## config.mk

```make
export PLATFORM = sky130hd
export DESIGN_NAME = fcif_flash_ctrl
export DESIGN_NICKNAME = d
export VERILOG_FILES = /design/src/rtl/fcif_pkg.sv /design/src/rtl/fcif_core_if.sv /design/src/rtl/fcif_flash_ctrl.sv /design/src/rtl/fcif_sector_map.sv /design/src/rtl/fcif_wait_timer.sv
export SDC_FILE = /design/constraint.sdc
export NUM_CORES = 1
export LEC_CHECK = 0
export BUFFER_PORTS_ARGS = -buffer_cell sky130_fd_sc_hd__buf_2
export CORE_MARGIN = 2
export CORE_UTILIZATION = 51
export DETAILED_ROUTE_END_ITERATION = 12
export PLACE_DENSITY = 0.9
export SYNTH_ARGS = -nofsm -noshare
export SYNTH_HDL_FRONTEND = slang
export SYNTH_SLANG_ARGS = --single-unit
```

## constraint.sdc

```tcl
create_clock -name REF_CLK_IN -period 3.4 [get_ports REF_CLK_IN]
set_input_delay 0.34 -clock REF_CLK_IN [delete_from_list [all_inputs] [get_ports REF_CLK_IN]]
set_output_delay 0.34 -clock REF_CLK_IN [all_outputs]
set_load 0.05 [all_outputs]
```

## src/rtl/fcif_pkg.sv

```systemverilog
/*
 * fcif_pkg: shared constants and types of the flash cpu interface.
 * assumes byte addresses on a 24-bit avalon-mm bus, 32-bit data.
 */
package fcif_pkg;
	localparam int          ADDR_W          = 24;
	localparam logic [23:0] OFS_STATUS_CTL  = 24'h0007c0;
	localparam logic [23:0] OFS_WAIT_CTL    = 24'h0007c4;
	localparam logic [23:0] OFS_INT_STATUS  = 24'h0007c8;
	localparam logic [23:0] OFS_INT_CLEAR   = 24'h0007cc;
	localparam logic [23:0] OFS_INT_ENABLE  = 24'h0007d0;
	localparam logic [23:0] OFS_LAST_SECTOR = 24'h0007d4;
	// sector starts of one half, lowest first
	localparam logic [23:0] SEC0_BASE       = 24'h0c0800;
	localparam logic [23:0] SEC1_BASE       = 24'h0e0000;
	localparam logic [23:0] SEC2_BASE       = 24'h0f0000;
	localparam logic [23:0] SEC3_BASE       = 24'h0f4000;
	localparam logic [23:0] SEC4_BASE       = 24'h0f8000;
	localparam logic [23:0] FLASH_LAST      = 24'h0fffff;
	localparam logic [2:0]  LOW_HALF_OFS    = 3'h5;
	// status/control field positions
	localparam int          SC_IRQ_EN       = 7;
	localparam int          SC_RDY_FLAG     = 6;
	localparam int          SC_WR_EN        = 5;
	localparam int          SC_READY        = 4;
	localparam int          SC_LOW_PWR      = 0;
	localparam int          WT_HIGH_SPEED   = 2;
	localparam logic [7:0]  STATUS_CTL_RST  = 8'h00;
	localparam logic [2:0]  WAIT_CTL_RST    = 3'h0;
	// interrupt status bits
	localparam int          IS_READY        = 0;
	localparam int          IS_BLOCKED      = 1;
	// read timing
	localparam int          CLK_PS          = 5000;
	localparam int          FAST_READ_PS    = 30300;
	localparam int          NORM_READ_PS    = 40000;
	localparam logic [5:0]  FAST_CYC        = 6'((FAST_READ_PS + CLK_PS - 1) / CLK_PS);
	localparam logic [5:0]  NORM_CYC        = 6'((NORM_READ_PS + CLK_PS - 1) / CLK_PS);
	localparam logic [5:0]  REG_CYC         = 6'h00;

	typedef enum logic [1:0] {
		ST_IDLE = 2'b00,
		ST_WAIT = 2'b01,
		ST_DONE = 2'b10
	} fcif_state_type;
endpackage

```

## src/rtl/fcif_core_if.sv

```systemverilog
/*
 * fcif_core_if: links the controller to its sector map and wait timer.
 * assumes one clock domain; no timing of its own.
 */
`timescale 1ns/1ps
`default_nettype none
interface fcif_core_if;
	logic [23:0] addr;
	logic        hit;
	logic [2:0]  sector;
	logic        load;
	logic [5:0]  load_val;
	logic        expired;
	modport ctrl (output addr, output load, output load_val, input hit, input sector, input expired);
	modport map (input addr, output hit, output sector);
	modport timer (input load, input load_val, output expired);
endinterface
`default_nettype wire

```

## src/rtl/fcif_flash_ctrl.sv

```systemverilog
/*
 * fcif_flash_ctrl: cpu-side interface of the on-chip flash array.
 * an avalon-mm slave with waitrequest reaches the array and the registers;
 * the flash macro itself, with its command decoder, sits outside.
 */
// Implementation choice: register access over Avalon-MM.
`timescale 1ns/1ps
`default_nettype none
module fcif_flash_ctrl
	import fcif_pkg::*;
(
	input  wire logic        REF_CLK_IN,
	input  wire logic        RESETN_IN,
	input  wire logic [23:0] AVS_ADDRESS_IN,
	input  wire logic        AVS_READ_IN,
	input  wire logic        AVS_WRITE_IN,
	input  wire logic [31:0] AVS_WRITEDATA_IN,
	input  wire logic [3:0]  AVS_BYTEENABLE_IN,
	output logic [31:0]      AVS_READDATA_OUT,
	output logic             AVS_WAITREQUEST_OUT,
	input  wire logic        CPU_MODE_IN,
	input  wire logic        FLASH_READY_IN,
	input  wire logic [31:0] FLASH_RDATA_IN,
	output logic [22:0]      FLASH_HADDR_OUT,
	output logic [15:0]      FLASH_WDATA_OUT,
	output logic             FLASH_RD_OUT,
	output logic             FLASH_WR_OUT,
	output logic [3:0]       FLASH_SECTOR_OUT,
	output logic             FLASH_LOW_POWER_OUT,
	output logic             IRQ_OUT
);
	fcif_core_if cif ();

	fcif_sector_map u_map (
		.m (cif)
	);

	fcif_wait_timer u_timer (
		.clk   (REF_CLK_IN),
		.rst_n (RESETN_IN),
		.t     (cif)
	);

	fcif_state_type state_reg;
	fcif_state_type state_next;
	logic [23:0] addr_reg;
	logic [31:0] wdata_reg;
	logic [3:0]  be_reg;
	logic        is_write_reg;
	logic [31:0] rdata_reg;
	logic [31:0] rdata_next;
	logic [7:0]  status_ctl_reg;
	logic [7:0]  status_ctl_next;
	logic [2:0]  wait_ctl_reg;
	logic [2:0]  wait_ctl_next;
	logic [1:0]  int_status_reg;
	logic [1:0]  int_status_next;
	logic [1:0]  int_enable_reg;
	logic [3:0]  last_sector_reg;
	logic        ready_prev_reg;

	wire req          = AVS_READ_IN || AVS_WRITE_IN;
	wire accept       = (state_reg == ST_IDLE) && req;
	wire done         = (state_reg == ST_DONE);
	wire sel_flash    = cif.hit;
	// registers vanish outside cpu mode
	wire reg_ok       = CPU_MODE_IN;
	wire sel_sc       = reg_ok && (addr_reg == OFS_STATUS_CTL);
	wire sel_wt       = reg_ok && (addr_reg == OFS_WAIT_CTL);
	wire sel_is       = reg_ok && (addr_reg == OFS_INT_STATUS);
	wire sel_ic       = reg_ok && (addr_reg == OFS_INT_CLEAR);
	wire sel_ie       = reg_ok && (addr_reg == OFS_INT_ENABLE);
	wire sel_ls       = reg_ok && (addr_reg == OFS_LAST_SECTOR);
	wire reg_wr       = done && is_write_reg;
	// exactly one half-word lane per program write
	wire half_hi      = (be_reg == 4'hc);
	wire half_lo      = (be_reg == 4'h3);
	wire half_ok      = half_hi || half_lo;
	wire wr_enable    = status_ctl_reg[SC_WR_EN];
	wire flash_wr_try = reg_wr && sel_flash;
	wire flash_wr_go  = flash_wr_try && half_ok && wr_enable;
	wire flash_wr_bad = flash_wr_try && !flash_wr_go;
	wire ready_rise   = FLASH_READY_IN && !ready_prev_reg;
	wire high_speed   = wait_ctl_reg[WT_HIGH_SPEED];
	wire [5:0] wait_mul = {4'h0, wait_ctl_reg[1:0]} + 6'h01;
	// high speed bit beats the wait field
	wire [5:0] rd_cyc = high_speed ? FAST_CYC : 6'(NORM_CYC * wait_mul);
	// sector of the lane in use: low half sits five sectors up
	wire [3:0] sector_eff = half_lo ? 4'({1'b0, cif.sector} + {1'b0, LOW_HALF_OFS}) : {1'b0, cif.sector};

	assign cif.addr     = accept ? AVS_ADDRESS_IN : addr_reg;
	assign cif.load     = accept;
	assign cif.load_val = (AVS_READ_IN && cif.hit) ? rd_cyc : REG_CYC;

	always_comb begin
		state_next = state_reg;
		case (state_reg)
			ST_IDLE: begin
				if (req)
					state_next = ST_WAIT;
			end
			ST_WAIT: begin
				if (cif.expired)
					state_next = ST_DONE;
			end
			ST_DONE: state_next = ST_IDLE;
			default: state_next = ST_IDLE;
		endcase
	end

	// full word from both halves; unused bits read as zero
	always_comb begin
		rdata_next = rdata_reg;
		if ((state_reg == ST_WAIT) && cif.expired && !is_write_reg) begin
			rdata_next = 32'h0000_0000;
			if (sel_flash)
				rdata_next = FLASH_RDATA_IN;
			else if (sel_sc)
				rdata_next = {24'h0, status_ctl_reg[7:5], FLASH_READY_IN, 3'h0, status_ctl_reg[0]};
			else if (sel_wt)
				rdata_next = {30'h0, wait_ctl_reg[1:0]};
			else if (sel_is)
				rdata_next = {30'h0, int_status_reg};
			else if (sel_ie)
				rdata_next = {30'h0, int_enable_reg};
			else if (sel_ls)
				rdata_next = {28'h0, last_sector_reg};
		end
	end

	// software clears the ready flag by writing it zero; a new edge wins
	always_comb begin
		status_ctl_next = status_ctl_reg;
		if (reg_wr && sel_sc) begin
			status_ctl_next[SC_IRQ_EN]  = wdata_reg[SC_IRQ_EN];
			status_ctl_next[SC_WR_EN]   = wdata_reg[SC_WR_EN];
			status_ctl_next[SC_LOW_PWR] = wdata_reg[SC_LOW_PWR];
			status_ctl_next[SC_RDY_FLAG] = status_ctl_reg[SC_RDY_FLAG] && wdata_reg[SC_RDY_FLAG];
		end
		if (ready_rise)
			status_ctl_next[SC_RDY_FLAG] = 1'b1;
		status_ctl_next[4:1] = 4'h0;
	end

	assign wait_ctl_next = (reg_wr && sel_wt) ? wdata_reg[2:0] : wait_ctl_reg;

	// sticky events; set wins over clear in the same cycle
	assign int_status_next = (int_status_reg & ~((reg_wr && sel_ic) ? wdata_reg[1:0] : 2'b00))
	                       | {flash_wr_bad, ready_rise};

	always_ff @(posedge REF_CLK_IN or negedge RESETN_IN) begin
		if (!RESETN_IN) begin
			state_reg    <= ST_IDLE;
			addr_reg     <= 24'h000000;
			wdata_reg    <= 32'h0000_0000;
			be_reg       <= 4'h0;
			is_write_reg <= 1'b0;
		end else begin
			state_reg <= state_next;
			if (accept) begin
				addr_reg     <= AVS_ADDRESS_IN;
				wdata_reg    <= AVS_WRITEDATA_IN;
				be_reg       <= AVS_BYTEENABLE_IN;
				is_write_reg <= AVS_WRITE_IN;
			end
		end
	end

	always_ff @(posedge REF_CLK_IN or negedge RESETN_IN) begin
		if (!RESETN_IN) begin
			status_ctl_reg <= STATUS_CTL_RST;
			wait_ctl_reg   <= WAIT_CTL_RST;
			int_status_reg <= 2'b00;
			int_enable_reg <= 2'b00;
			rdata_reg      <= 32'h0000_0000;
			ready_prev_reg <= 1'b1;
		end else begin
			status_ctl_reg <= status_ctl_next;
			wait_ctl_reg   <= wait_ctl_next;
			int_status_reg <= int_status_next;
			rdata_reg      <= rdata_next;
			ready_prev_reg <= FLASH_READY_IN;
			if (reg_wr && sel_ie)
				int_enable_reg <= wdata_reg[1:0];
		end
	end

	// last programmed sector, for software to read back
	always_ff @(posedge REF_CLK_IN or negedge RESETN_IN) begin
		if (!RESETN_IN)
			last_sector_reg <= 4'h0;
		else if (flash_wr_go)
			last_sector_reg <= sector_eff;
	end

	assign AVS_WAITREQUEST_OUT = !done;
	assign AVS_READDATA_OUT    = rdata_reg;
	// half-word index: bit 0 picks the lane
	assign FLASH_HADDR_OUT     = {addr_reg[23:2], half_lo};
	assign FLASH_WDATA_OUT     = half_hi ? wdata_reg[31:16] : wdata_reg[15:0];
	assign FLASH_RD_OUT        = (state_reg == ST_WAIT) && !is_write_reg && sel_flash;
	// only single half-word writes with write enable set reach the macro; others are blocked
	assign FLASH_WR_OUT        = flash_wr_go;
	assign FLASH_SECTOR_OUT    = sector_eff;
	assign FLASH_LOW_POWER_OUT = status_ctl_reg[SC_LOW_PWR];
	assign IRQ_OUT = (status_ctl_reg[SC_IRQ_EN] && status_ctl_reg[SC_RDY_FLAG])
	              || |(int_status_reg & int_enable_reg);

	// the bus needs a reply even for unmapped space, so nothing here can stall forever
	logic [6:0] busy_cnt_reg;
	always_ff @(posedge REF_CLK_IN or negedge RESETN_IN) begin
		if (!RESETN_IN)
			busy_cnt_reg <= 7'h00;
		else if (done || state_reg == ST_IDLE)
			busy_cnt_reg <= 7'h00;
		else
			busy_cnt_reg <= busy_cnt_reg + 7'h01;
	end

	chk_busy_bounded: assert property (@(posedge REF_CLK_IN) disable iff (!RESETN_IN)
		busy_cnt_reg <= 7'd33)
		else $error("access took too long");
	chk_write_blocked: assert property (@(posedge REF_CLK_IN) disable iff (!RESETN_IN)
		FLASH_WR_OUT |-> status_ctl_reg[SC_WR_EN])
		else $error("flash write while write enable is zero");
	chk_one_half: assert property (@(posedge REF_CLK_IN) disable iff (!RESETN_IN)
		FLASH_WR_OUT |-> (be_reg == 4'hc || be_reg == 4'h3))
		else $error("flash write not a single half-word");
	chk_low_lane_map: assert property (@(posedge REF_CLK_IN) disable iff (!RESETN_IN)
		FLASH_WR_OUT && be_reg == 4'h3 |-> FLASH_SECTOR_OUT >= 4'h5 && FLASH_HADDR_OUT[0])
		else $error("low half mapped to wrong sector");
	chk_high_lane_map: assert property (@(posedge REF_CLK_IN) disable iff (!RESETN_IN)
		FLASH_WR_OUT && be_reg == 4'hc |-> FLASH_SECTOR_OUT <= 4'h4 && !FLASH_HADDR_OUT[0])
		else $error("high half mapped to wrong sector");
	chk_sector_bounds: assert property (@(posedge REF_CLK_IN) disable iff (!RESETN_IN)
		FLASH_WR_OUT && addr_reg >= SEC4_BASE |-> FLASH_SECTOR_OUT inside {4'h4, 4'h9})
		else $error("top sector decoded wrongly");
	chk_irq_level: assert property (@(posedge REF_CLK_IN) disable iff (!RESETN_IN)
		status_ctl_reg[SC_IRQ_EN] && status_ctl_reg[SC_RDY_FLAG] |-> IRQ_OUT)
		else $error("interrupt missing for ready flag");
	chk_ready_sets_flag: assert property (@(posedge REF_CLK_IN) disable iff (!RESETN_IN)
		$rose(FLASH_READY_IN) |=> status_ctl_reg[SC_RDY_FLAG])
		else $error("ready edge did not set flag");
	chk_fast_read: assert property (@(posedge REF_CLK_IN) disable iff (!RESETN_IN)
		accept && AVS_READ_IN && cif.hit && high_speed |=> (!done)[*8] ##1 done)
		else $error("fast read length wrong");
	chk_no_reg_outside: assert property (@(posedge REF_CLK_IN) disable iff (!RESETN_IN)
		!CPU_MODE_IN && reg_wr && addr_reg == OFS_WAIT_CTL |=> $stable(wait_ctl_reg))
		else $error("wait register written outside cpu mode");
	chk_unused_zero: assert property (@(posedge REF_CLK_IN) disable iff (!RESETN_IN)
		status_ctl_reg[4:1] == 4'h0)
		else $error("unused status bits set");
	chk_hs_write_only: assert property (@(posedge REF_CLK_IN) disable iff (!RESETN_IN)
		done && !is_write_reg && sel_wt |-> AVS_READDATA_OUT[31:2] == 30'h0)
		else $error("high speed bit visible on read");

	cov_flash_read: cover property (@(posedge REF_CLK_IN) disable iff (!RESETN_IN)
		FLASH_RD_OUT ##1 done);
	cov_flash_write: cover property (@(posedge REF_CLK_IN) disable iff (!RESETN_IN)
		FLASH_WR_OUT);
	cov_blocked_write: cover property (@(posedge REF_CLK_IN) disable iff (!RESETN_IN)
		flash_wr_bad);
	cov_irq: cover property (@(posedge REF_CLK_IN) disable iff (!RESETN_IN)
		$rose(IRQ_OUT));
endmodule
`default_nettype wire

```

## src/rtl/fcif_sector_map.sv

```systemverilog
/*
 * fcif_sector_map: decodes a byte address into a sector of one half.
 * assumes the caller adds the offset for the low half.
 */
`timescale 1ns/1ps
`default_nettype none
module fcif_sector_map
	import fcif_pkg::*;
(
	fcif_core_if.map m
);
	wire in_range = (m.addr >= SEC0_BASE) && (m.addr <= FLASH_LAST);
	assign m.hit    = in_range;
	// 63k, 32k, 8k, 8k, 16k sectors
	assign m.sector = (m.addr >= SEC4_BASE) ? 3'h4 :
	                  (m.addr >= SEC3_BASE) ? 3'h3 :
	                  (m.addr >= SEC2_BASE) ? 3'h2 :
	                  (m.addr >= SEC1_BASE) ? 3'h1 : 3'h0;
endmodule
`default_nettype wire

```

## src/rtl/fcif_wait_timer.sv

```systemverilog
/*
 * fcif_wait_timer: down counter giving the length of one access.
 * assumes load is a single-cycle pulse.
 */
`timescale 1ns/1ps
`default_nettype none
module fcif_wait_timer
	import fcif_pkg::*;
(
	input  wire logic  clk,
	input  wire logic  rst_n,
	fcif_core_if.timer t
);
	logic [5:0] count_reg;
	logic [5:0] count_next;
	assign count_next = t.load ? t.load_val :
	                    (count_reg != 6'h00) ? count_reg - 6'h01 : count_reg;
	assign t.expired  = (count_reg == 6'h00) && !t.load;
	always_ff @(posedge clk or negedge rst_n) begin
		if (!rst_n)
			count_reg <= 6'h00;
		else
			count_reg <= count_next;
	end
endmodule
`default_nettype wire
```

==> run summary, run 1 <==
Ys async rst share -> 100.0%
Die area -> 11,580 um^2
Initial DRC count -> 360
Via count -> 4,669
Pwr per Cell Area -> 1035 nW/um^2
Worst r2r src -> state_reg[1]$_DFFE_PN0P_
Synth area leaders -> dfrtp_1 53%, nand2_1 13%, mux2_2 4.9%, a22o_1 4.0%, buf_4 3.3%
Status -> completed
Worst-path clk slew -> 0.06 ns
Distinct cells, synth -> 59
Tmin final -> 3.281 ns
Via-per-instance ratio -> 5.391
First-pass GRT wire length -> 22,290 um
Period utilization -> 96.51%
Worst hold path class -> in -> reg
Worst stage delay on the critical path -> 0.40 ns
Worst-Margin Slew -> 1.059 ns
Syn Inst Count -> 554
Antenna fix cells -> 0
Net count, final -> 818
Clock Sinks -> 117
Fin Hold WS -> 0.02143 ns
Ys flop type -> dfrtp_1
EDFF count, synth -> 0
Total gr overflow -> 0
R2R depth -> 7
Worst clock skew -> 0.009827 ns
Critical Path Sink -> FLASH_SECTOR_OUT[2]
Share of layout cells above drive strength 1 -> 35.89%
Multi-input logic area -> 2252 um^2
Finished Layout Cells -> 866
CTS tree -> built
Largest net degree at the start of global routing -> 87
DP Cell Count -> 830
Sequential-to-total area share from yosys stat -> 53.52%
Finish-stage setup viols -> 0
Peak VDD IR -> 0.0008076 V
Highest clock rate -> 0.3048 GHz
Setup TNS -> 0 ns
RSZ-0062 raised after global routing -> no
# DRC -> 0
Flop2flop setup slack -> 0.80 ns
Critical Path AT -> 2.94 ns
Final Cell Area -> 7009 um^2
Leading area contributor after synthesis -> dfrtp_1
Initial Utilization -> 52.78%
Top-count cell post-synth -> nand2_1
Slew HR -> 29.43%
FF/Latch Area -> 2929 um^2
Warnings from Yosys -> 0
Max cap viols -> 0
Area of the mapped netlist -> 5473 um^2
Final HPWL DP -> 10,090 um
Post-synthesis net count -> 655
Die W -> 107.6 um
Max Slew Vio Count -> 0
Height of the die -> 107.6 um
Root Buffer -> clkbuf_8
Number of global-route vias before repair -> 4,620
Final core occ -> 67.59%
Critical path type -> reg -> out
Hold Vio Cnt, Final -> 0
Yosys top cell area share -> 53.04%
Num CTS Buffers -> 17
Fillers -> 793
Pre-antenna DRT Iters -> 5
Synth Area per Inst -> 9.879 um^2
Synth top cells by count -> 193 x nand2_1, 116 x dfrtp_1, 25 x a22o_1
FF-to-FF End -> last_sector_reg[1]$_DFFE_PN0P_
Number of top-level pins -> 178
Hold Path Stages -> 3
Worst path cell trace -> nor2_2, o21a_4, mux2_2, o221a_2, ha_1, nand2b_1, xnor2_1, buf_4
Detailed Route WL -> 14,060 um
IO Port Bufs -> 177
Synthesized flop and latch total -> 117
Routability cong. -> 0.9367
CP Launch Type -> flip-flop
Row cnt -> 37
Max Fanout on Critical Path -> 8
Area growth syn-to-layout -> 28.07%
Critical-path top delay cell -> dfrtp_1
GRT Overall Usage -> 24.91%
Wire length per cell -> 16.23 um
H-tree depth -> 4
Core area -> 10,370 um^2
Max Buffers Root-to-Sink -> 2
DRT antenna net count -> 0
Initial antenna violation count -> 0
Placed standard-cell area -> 6340 um^2
P_leak -> 0.003776 uW
Clock Latency Late Sink -> 0.51 ns
Setup crit start -> state_reg[1]$_DFFE_PN0P_
Crit. End Element -> primary output
Critical Path RT -> 3.06 ns
report_power, final:
group	internal, uW	total [uW]	switching (uW)
sequential	1880	2280	402
clock	1280	1870	590
combinational	869	3110	2240
metrics by stage:
stage,setup slack (ns),power [uW]
floorplan,0.4002,4734
global placement,0.5555,5225
detailed placement,0.4307,5347
CTS,0.01418,7278
global route,0.01552,7661
finish,0.1186,7256
how the worst min path moves through the flow:
| stage | from | to | slack (ns) |
|---|---|---|---|
| floorplan | RESETN_IN | AVS_READDATA_OUT[0]$_DFFE_PN0P_ | 0.04 |
| global placement | wdata_reg[18]$_DFFE_PN0N_ | wdata_reg[18]$_DFFE_PN0N_ | 0.45 |
| detailed placement | wdata_reg[21]$_DFFE_PN0N_ | wdata_reg[21]$_DFFE_PN0N_ | 0.46 |
| CTS | AVS_WRITEDATA_IN[13] | wdata_reg[13]$_DFFE_PN0N_ | 0.0004 |
| global route | AVS_WRITEDATA_IN[15] | wdata_reg[15]$_DFFE_PN0N_ | 0.006 |
| finish | AVS_WRITEDATA_IN[13] | wdata_reg[13]$_DFFE_PN0N_ | 0.02 |
cells in the final DEF, fill, tap and decap left out, types with 4 or more instances in the layout:
cell       netlist  layout
dfrtp_1        116     116
bufinv_16        0       5
xnor2_1          4       4
nand3_1          4       4
clkbuf_1        11       5
a22o_1          25      25
inv_1            9       9
nand4_1          5       5
and3_1           4       4
nand2_1        193     193
buf_4           24      12
clkbuf_16        0      16
o21ai_0         11      11
nand2b_1         5       5
a221oi_1         5       5
buf_2            5     175
nor3_1          10       9
nor2_1          20      20
nand3b_1         4       4
mux2_2          24      24
a21oi_1         12      12
critical path: cells and delay by family, from the launching register on:
family                   cells  cell delay, ns
AO/OA/AOI/OAI                2            0.55
flip-flops                   1            0.40
adder cells (fa/ha/maj)      1            0.21
AND/OR/NAND/NOR              2            0.43
XOR/XNOR                     1            0.21
multiplexers                 1            0.38
buffers and inverters        1            0.24
metal layers:
layer / part of all wire [%] / GRT usage [%] / wire [um] / vias to the layer above
li1: - / - / - / 2178
met1: 41 / 31.18 / 5813 / 2243
met2: 50 / 42.32 / 6962 / 232
met3: 8.1 / 6.477 / 1141 / 16
met4: 0.98 / 7.784 / 138 / 0
met5: 0 / 0 / 0 / -
kinds of logic after synthesis:
logic type	count (synthesis)	share of synthesized area, %
simple gates	272	22.77
flops	117	53.52
compound gates	67	9.397
buf+inv	56	5.761
mux	32	6.744
xor+xnor	7	1.120
fa+ha+maj	3	0.6859
final cells by class:
cell class                 count  share of cell area, %
inverter                      10                 0.5534
sequential                   117                  41.79
multi-input combinational    381                  32.13
clock inverter                 9                  2.499
clock buffer                  23                  6.373
timing repair buffer         190                  14.23
tap                          136                  2.428
what timing repair did:
item                       in CTS  in global routing
gates cloned                    0                  0
hold endpoints to repair        2                  0
gates resized for setup         2                  1
pin swaps                       0                  0
hold buffers                    2                  0
setup endpoints to repair       3                  3
buffers inserted                0                  2
(Power assumes the default switching activity.)
==> run 2: changes to the inputs <==
==> constraint.sdc (replaced) <==
create_clock -name REF_CLK_IN -period 3.4 [get_ports REF_CLK_IN]
set_input_delay 0.51 -clock REF_CLK_IN [delete_from_list [all_inputs] [get_ports REF_CLK_IN]]
set_output_delay 0.51 -clock REF_CLK_IN [all_outputs]
set_load 0.05 [all_outputs]
==> run 2 against run 1 <==
Effect of this change:
- first-iteration DRC count increased by 11%
- hold slack improved by 0.099 ns
- worst setup slack got worse by 0.0054 ns
- die area unchanged
- largest power group unchanged
- via count increased by 1.8%
==> run summary, run 2 (synthesis gave the netlist of run 1 again) <==
Die W -> 107.6 um
Setup crit start -> state_reg[0]$_DFFE_PN0P_
P_leak -> 0.003821 uW
Via-per-instance ratio -> 5.490
Initial DRC count -> 398
Setup TNS -> 0 ns
Pre-CTS WS -> 0.3154 ns
Worst stage delay on the critical path -> 0.42 ns
Hold endpoint -> ready_prev_reg$_DFF_PN1_
RSZ-0062 raised after global routing -> no
Max Fanout on Critical Path -> 5
Flop2flop setup slack -> 0.93 ns
Total gr overflow -> 0
FF-to-FF End -> AVS_READDATA_OUT[13]$_DFFE_PN0P_
Critical path type -> reg -> out
Num CTS Buffers -> 17
Tmin final -> 3.287 ns
Net count, final -> 818
Routability cong. -> 0.9604
GRT Overall Usage -> 25.49%
Number of top-level pins -> 178
Final core occ -> 68.12%
Worst path cell trace -> nor2_4, o21a_4, mux2_4, o221a_4, ha_1, nand2b_1, xnor2_2, buf_6
Combinational power share -> 43.1%
Hold Vio Cnt, Final -> 0
# DRC -> 0
DRT antenna net count -> 0
Clock Sinks -> 117
Number of global-route vias before repair -> 4,554
Pwr per Cell Area -> 1044 nW/um^2
Worst hold path class -> in -> reg
Core area -> 10,370 um^2
Worst-path clk slew -> 0.06 ns
Post-CTS Hold Buffers -> 0
CTS tree -> built
Commonest non-fill, non-tap cell in the layout -> nand2_1
Die area -> 11,580 um^2
Hold Path Origin -> FLASH_READY_IN
IO Port Bufs -> 177
Crit. End Element -> primary output
Period utilization -> 96.67%
Status -> completed
Critical Path RT -> 2.89 ns
Worst r2r src -> u_timer.count_reg[0]$_DFFE_PN0P_
Peak VDD IR -> 0.001021 V
H-tree depth -> 4
Critical-path top delay cell -> dfrtp_1
Hold Path Stages -> 1
Final HPWL DP -> 10,300 um
Finish-stage setup viols -> 0
Critical Path AT -> 2.78 ns
Worst clock skew -> 0.008323 ns
R2R depth -> 8
Share of layout cells above drive strength 1 -> 36.99%
Clock power frac -> 26.0%
Area growth syn-to-layout -> 29.08%
Antenna fix cells -> 0
Commonest cells after routing, fill and taps aside -> 193 x nand2_1, 175 x buf_2, 116 x dfrtp_1, 25 x a22o_1, 23 x mux2_2
Max Slew Vio Count -> 0
NetSw -> 3281 uW
Row cnt -> 37
Via count -> 4,754
Root Buffer -> clkbuf_8
CP Launch Type -> flip-flop
Initial Utilization -> 52.78%
First-pass GRT wire length -> 22,430 um
Setup slack after layout -> 0.1132 ns
Detailed Route WL -> 14,390 um
Max Buffers Root-to-Sink -> 2
Slew HR -> 34.14%
Largest net degree at the start of global routing -> 83
Pre-antenna DRT Iters -> 5
Worst-Margin Slew -> 0.9879 ns
Clock Latency Late Sink -> 0.53 ns
Reg power frac -> 31.0%
Switch share -> 44.47%
Initial antenna violation count -> 0
Max cap viols -> 0
Highest clock rate -> 0.3043 GHz
Wire length per cell -> 16.61 um
Height of the die -> 107.6 um
Power Internal -> 4097 uW
run 2: cell types whose count changed in the layout (fill, tap and decap cells not counted), sizes merged:
cell and delta:
buf +2, clkbuf -1, clkinv +3, clkinvlp -2, dlygate4sd3 -2
run 2: per-stage QoR:
step	hold WS (ns)	cells	cell area, um^2	power, uW
floorplan	0.2144	554	5473	4734
global placement	0.4522	831	6347	5235
detailed placement	0.4585	831	6347	5360
CTS	0.09372	863	7007	7338
global route	0.09481	866	7064	7771
finish	0.1200	866	7064	7377
run 2: critical path: cells and delay by family, from the launching register on:
kind	cells	cell delay (ns)
buf+inv	1	0.19
xor+xnor	1	0.24
mux	1	0.34
fa+ha+maj	1	0.20
simple gates	2	0.38
compound gates	2	0.47
flops	1	0.42
run 2: worst max path at each step:
| stage | endpoint | slack (ns) |
|---|---|---|
| after global placement | FLASH_WR_OUT | 0.42 |
| after global routing | FLASH_SECTOR_OUT[1] | 0.02 |
| after detailed placement | FLASH_SECTOR_OUT[2] | 0.32 |
| after floorplan | FLASH_SECTOR_OUT[2] | 0.23 |
| final | FLASH_SECTOR_OUT[2] | 0.11 |
| after CTS | FLASH_SECTOR_OUT[1] | 0.01 |
run 2: cell type report:
class,count,area (um^2)
fillers,793,3306
flip-flops and latches,117,2929
multi-input cells,381,2292
repair buffers,190,996.0
clock buffers,22,462.9
clock inverters,10,175.2
well taps,136,170.2
inverters,10,38.79
run 2: timing repair:
item | CTS | global route
resized for setup | 4 | 7
endpoints found under the setup margin | 3 | 4
pin swaps | 0 | 2
setup buffers | 0 | 3
run 2: layer usage:
metal / up-vias / track usage (%) / wire length [um]
met5: - / 0 / 0
met1: 2301 / 31.95 / 5909
met2: 252 / 42.14 / 7041
met3: 27 / 7.446 / 1165
met4: 0 / 8.974 / 270
li1: 2174 / - / -
run 2: power groups by stage:
stage	registers (uW)	clock network (uW)	logic, uW
after floorplan	2430	0	2310
after global placement	2250	0	2980
after detailed placement	2290	0	3070
after CTS	2280	1940	3120
after global routing	2340	2010	3410
final	2290	1920	3180
==> run 3: changes to the inputs <==
--- a/config.mk
+++ b/config.mk
@@ -7,5 +7,5 @@
 export LEC_CHECK = 0
 export BUFFER_PORTS_ARGS = -buffer_cell sky130_fd_sc_hd__buf_2
-export CORE_MARGIN = 2
+export CAP_MARGIN = 10
 export CORE_UTILIZATION = 51
 export DETAILED_ROUTE_END_ITERATION = 12
==> constraint.sdc (replaced) <==
create_clock -name REF_CLK_IN -period 3.4 [get_ports REF_CLK_IN]
set_input_delay 0.34 -clock REF_CLK_IN [delete_from_list [all_inputs] [get_ports REF_CLK_IN]]
set_output_delay 0.34 -clock REF_CLK_IN [all_outputs]
set_load 0.05 [all_outputs]
==> run 3 against run 2 <==
Effect of this change:
- clock skew about the same
- critical endpoint unchanged
- power fell by 3.8%
- clock-buffer cell count fell by 1
- die area is 3.7% lower
- first-iteration DRC count decreased by 6.8%
- sequential share of layout area grew 0.69 points
- non-clock buffer count decreased by 2
- sequential cell count unchanged
- largest cell class unchanged
- core utilization is 1.1 points lower
- combinational power is 3% lower
- largest power group unchanged
- highest routed layer unchanged
- maximum frequency down 0.30%
- global-route usage is 0.51 points higher
==> run summary, run 3 (synthesis gave the netlist of run 1 again) <==
Num CTS Buffers -> 17
Net count, final -> 816
Period utilization -> 96.96%
Clock Latency Late Sink -> 0.51 ns
Area growth syn-to-layout -> 26.95%
Worst-Margin Slew -> 0.8158 ns
# DRC -> 0
Pre-antenna DRT Iters -> 5
Via count -> 4,636
Die area -> 11,150 um^2
Critical Path RT -> 3.06 ns
FF-to-FF End -> last_sector_reg[1]$_DFFE_PN0P_
Root Buffer -> clkbuf_8
Share of layout cells above drive strength 1 -> 36.18%
Pre-CTS WS -> 0.5229 ns
Worst clock skew -> 0.007847 ns
CTS tree -> built
R2R depth -> 8
Slew HR -> 45.20%
DRT antenna net count -> 0
Wire length per cell -> 15.91 um
H-tree depth -> 4
Final HPWL DP -> 9897 um
Peak VDD IR -> 0.0006312 V
Number of global-route vias before repair -> 4,603
GRT Overall Usage -> 26.00%
Hold Vio Cnt, Final -> 0
Number of top-level pins -> 178
Placed standard-cell area -> 6340 um^2
Commonest non-fill, non-tap cell in the layout -> nand2_1
Initial Utilization -> 52.78%
Tmin final -> 3.297 ns
Initial DRC count -> 371
Worst-path clk slew -> 0.06 ns
Worst hold path class -> in -> reg
Setup TNS -> 0 ns
Hold Path Origin -> AVS_WRITEDATA_IN[4]
Row cnt -> 37
Finish-stage setup viols -> 0
Routability cong. -> 0.9135
Critical Path AT -> 2.96 ns
Setup slack after layout -> 0.1034 ns
Flop2flop setup slack -> 0.80 ns
Highest clock rate -> 0.3033 GHz
Hold endpoint -> wdata_reg[4]$_DFFE_PN0N_
CP Launch Type -> flip-flop
Max Slew Vio Count -> 0
Largest net degree at the start of global routing -> 55
Clock Sinks -> 117
Commonest cells after routing, fill and taps aside -> 193 x nand2_1, 175 x buf_2, 116 x dfrtp_1, 25 x a22o_1, 24 x mux2_2
P_leak -> 0.003752 uW
Height of the die -> 105.6 um
Critical path type -> reg -> out
Via-per-instance ratio -> 5.372
Detailed Route WL -> 13,730 um
Max cap viols -> 0
Crit. End Element -> primary output
Final Cell Area -> 6948 um^2
IO Port Bufs -> 177
Fin Hold WS -> 0.01910 ns
Antenna fix cells -> 0
Final core occ -> 67.00%
Hold Path Stages -> 3
Core area -> 10,370 um^2
Die W -> 105.6 um
Worst r2r src -> state_reg[1]$_DFFE_PN0P_
Status -> completed
First-pass GRT wire length -> 22,380 um
Max Fanout on Critical Path -> 5
Initial antenna violation count -> 0
Max Buffers Root-to-Sink -> 2
Total gr overflow -> 0
Pwr per Cell Area -> 1021 nW/um^2
## run 3: cell count changes in the layout (fill, tap and decap cells not counted), sizes merged
cell,previous run,this run
bufinv,5,3
buf,190,185
dlygate4sd3,0,2
clkinvlp,0,2
## run 3: worst max-delay path, stage by stage, from the launching register on
cell	delay, ns
dfrtp_1	0.40
nor2_2	0.26
o21a_2	0.27
mux2_2	0.39
o221a_2	0.30
ha_1	0.21
nand2b_1	0.15
xnor2_1	0.20
clkbuf_4	0.28
## run 3: cell type report
class                      instances  area, um^2
timing repair buffer             188       982.2
tap                              136       170.2
multi-input combinational        381        2248
sequential                       117        2929
clock buffer                      21       449.2
clock inverter                    10       130.1
fill                             827        3422
inverter                          10       38.79
## run 3: metrics by stage
stage / instances / total power, uW
3_5_place_dp: 830 / 5344
2_1_floorplan: 554 / 4734
5_1_grt: 863 / 7509
6_report: 863 / 7096
4_1_cts: 863 / 7131
3_3_place_gp: 830 / 5231
## run 3: how the worst max path moves through the flow
stage | slack [ns] | end | cells after the start | from
final | 0.10 | FLASH_SECTOR_OUT[2] | 8 | state_reg[1]$_DFFE_PN0P_
after global routing | -0.003 | FLASH_SECTOR_OUT[2] | 8 | state_reg[1]$_DFFE_PN0P_
after CTS | 0.05 | FLASH_SECTOR_OUT[1] | 8 | state_reg[1]$_DFFE_PN0P_
after detailed placement | 0.52 | FLASH_SECTOR_OUT[1] | 7 | AVS_WRITE_IN
after global placement | 0.59 | FLASH_SECTOR_OUT[2] | 8 | AVS_WRITE_IN
after floorplan | 0.40 | FLASH_SECTOR_OUT[2] | 8 | state_reg[1]$_DFFE_PN0P_
## run 3: where the power goes
| part | internal (uW) | switching (uW) |
|---|---|---|
| logic | 851 | 2230 |
| clock network | 1140 | 595 |
| registers | 1880 | 399 |
| total | 3870 | 3230 |
## run 3: routing by layer
metal  up-vias  track usage (%)  part of all wire, %
met4         0            7.639                  1.2
met2       216            43.75                   49
met3        17            6.432                  7.6
met1      2226            33.33                   42
met5         -                0                    0
li1       2177                -                    -
## run 3: what timing repair did
action | in CTS | in global routing
setup buffers | 0 | 0
gates resized for setup | 0 | 3
endpoints found under the setup margin | 0 | 3
hold buffers | 2 | 0
endpoints found under the hold margin | 52 | 0
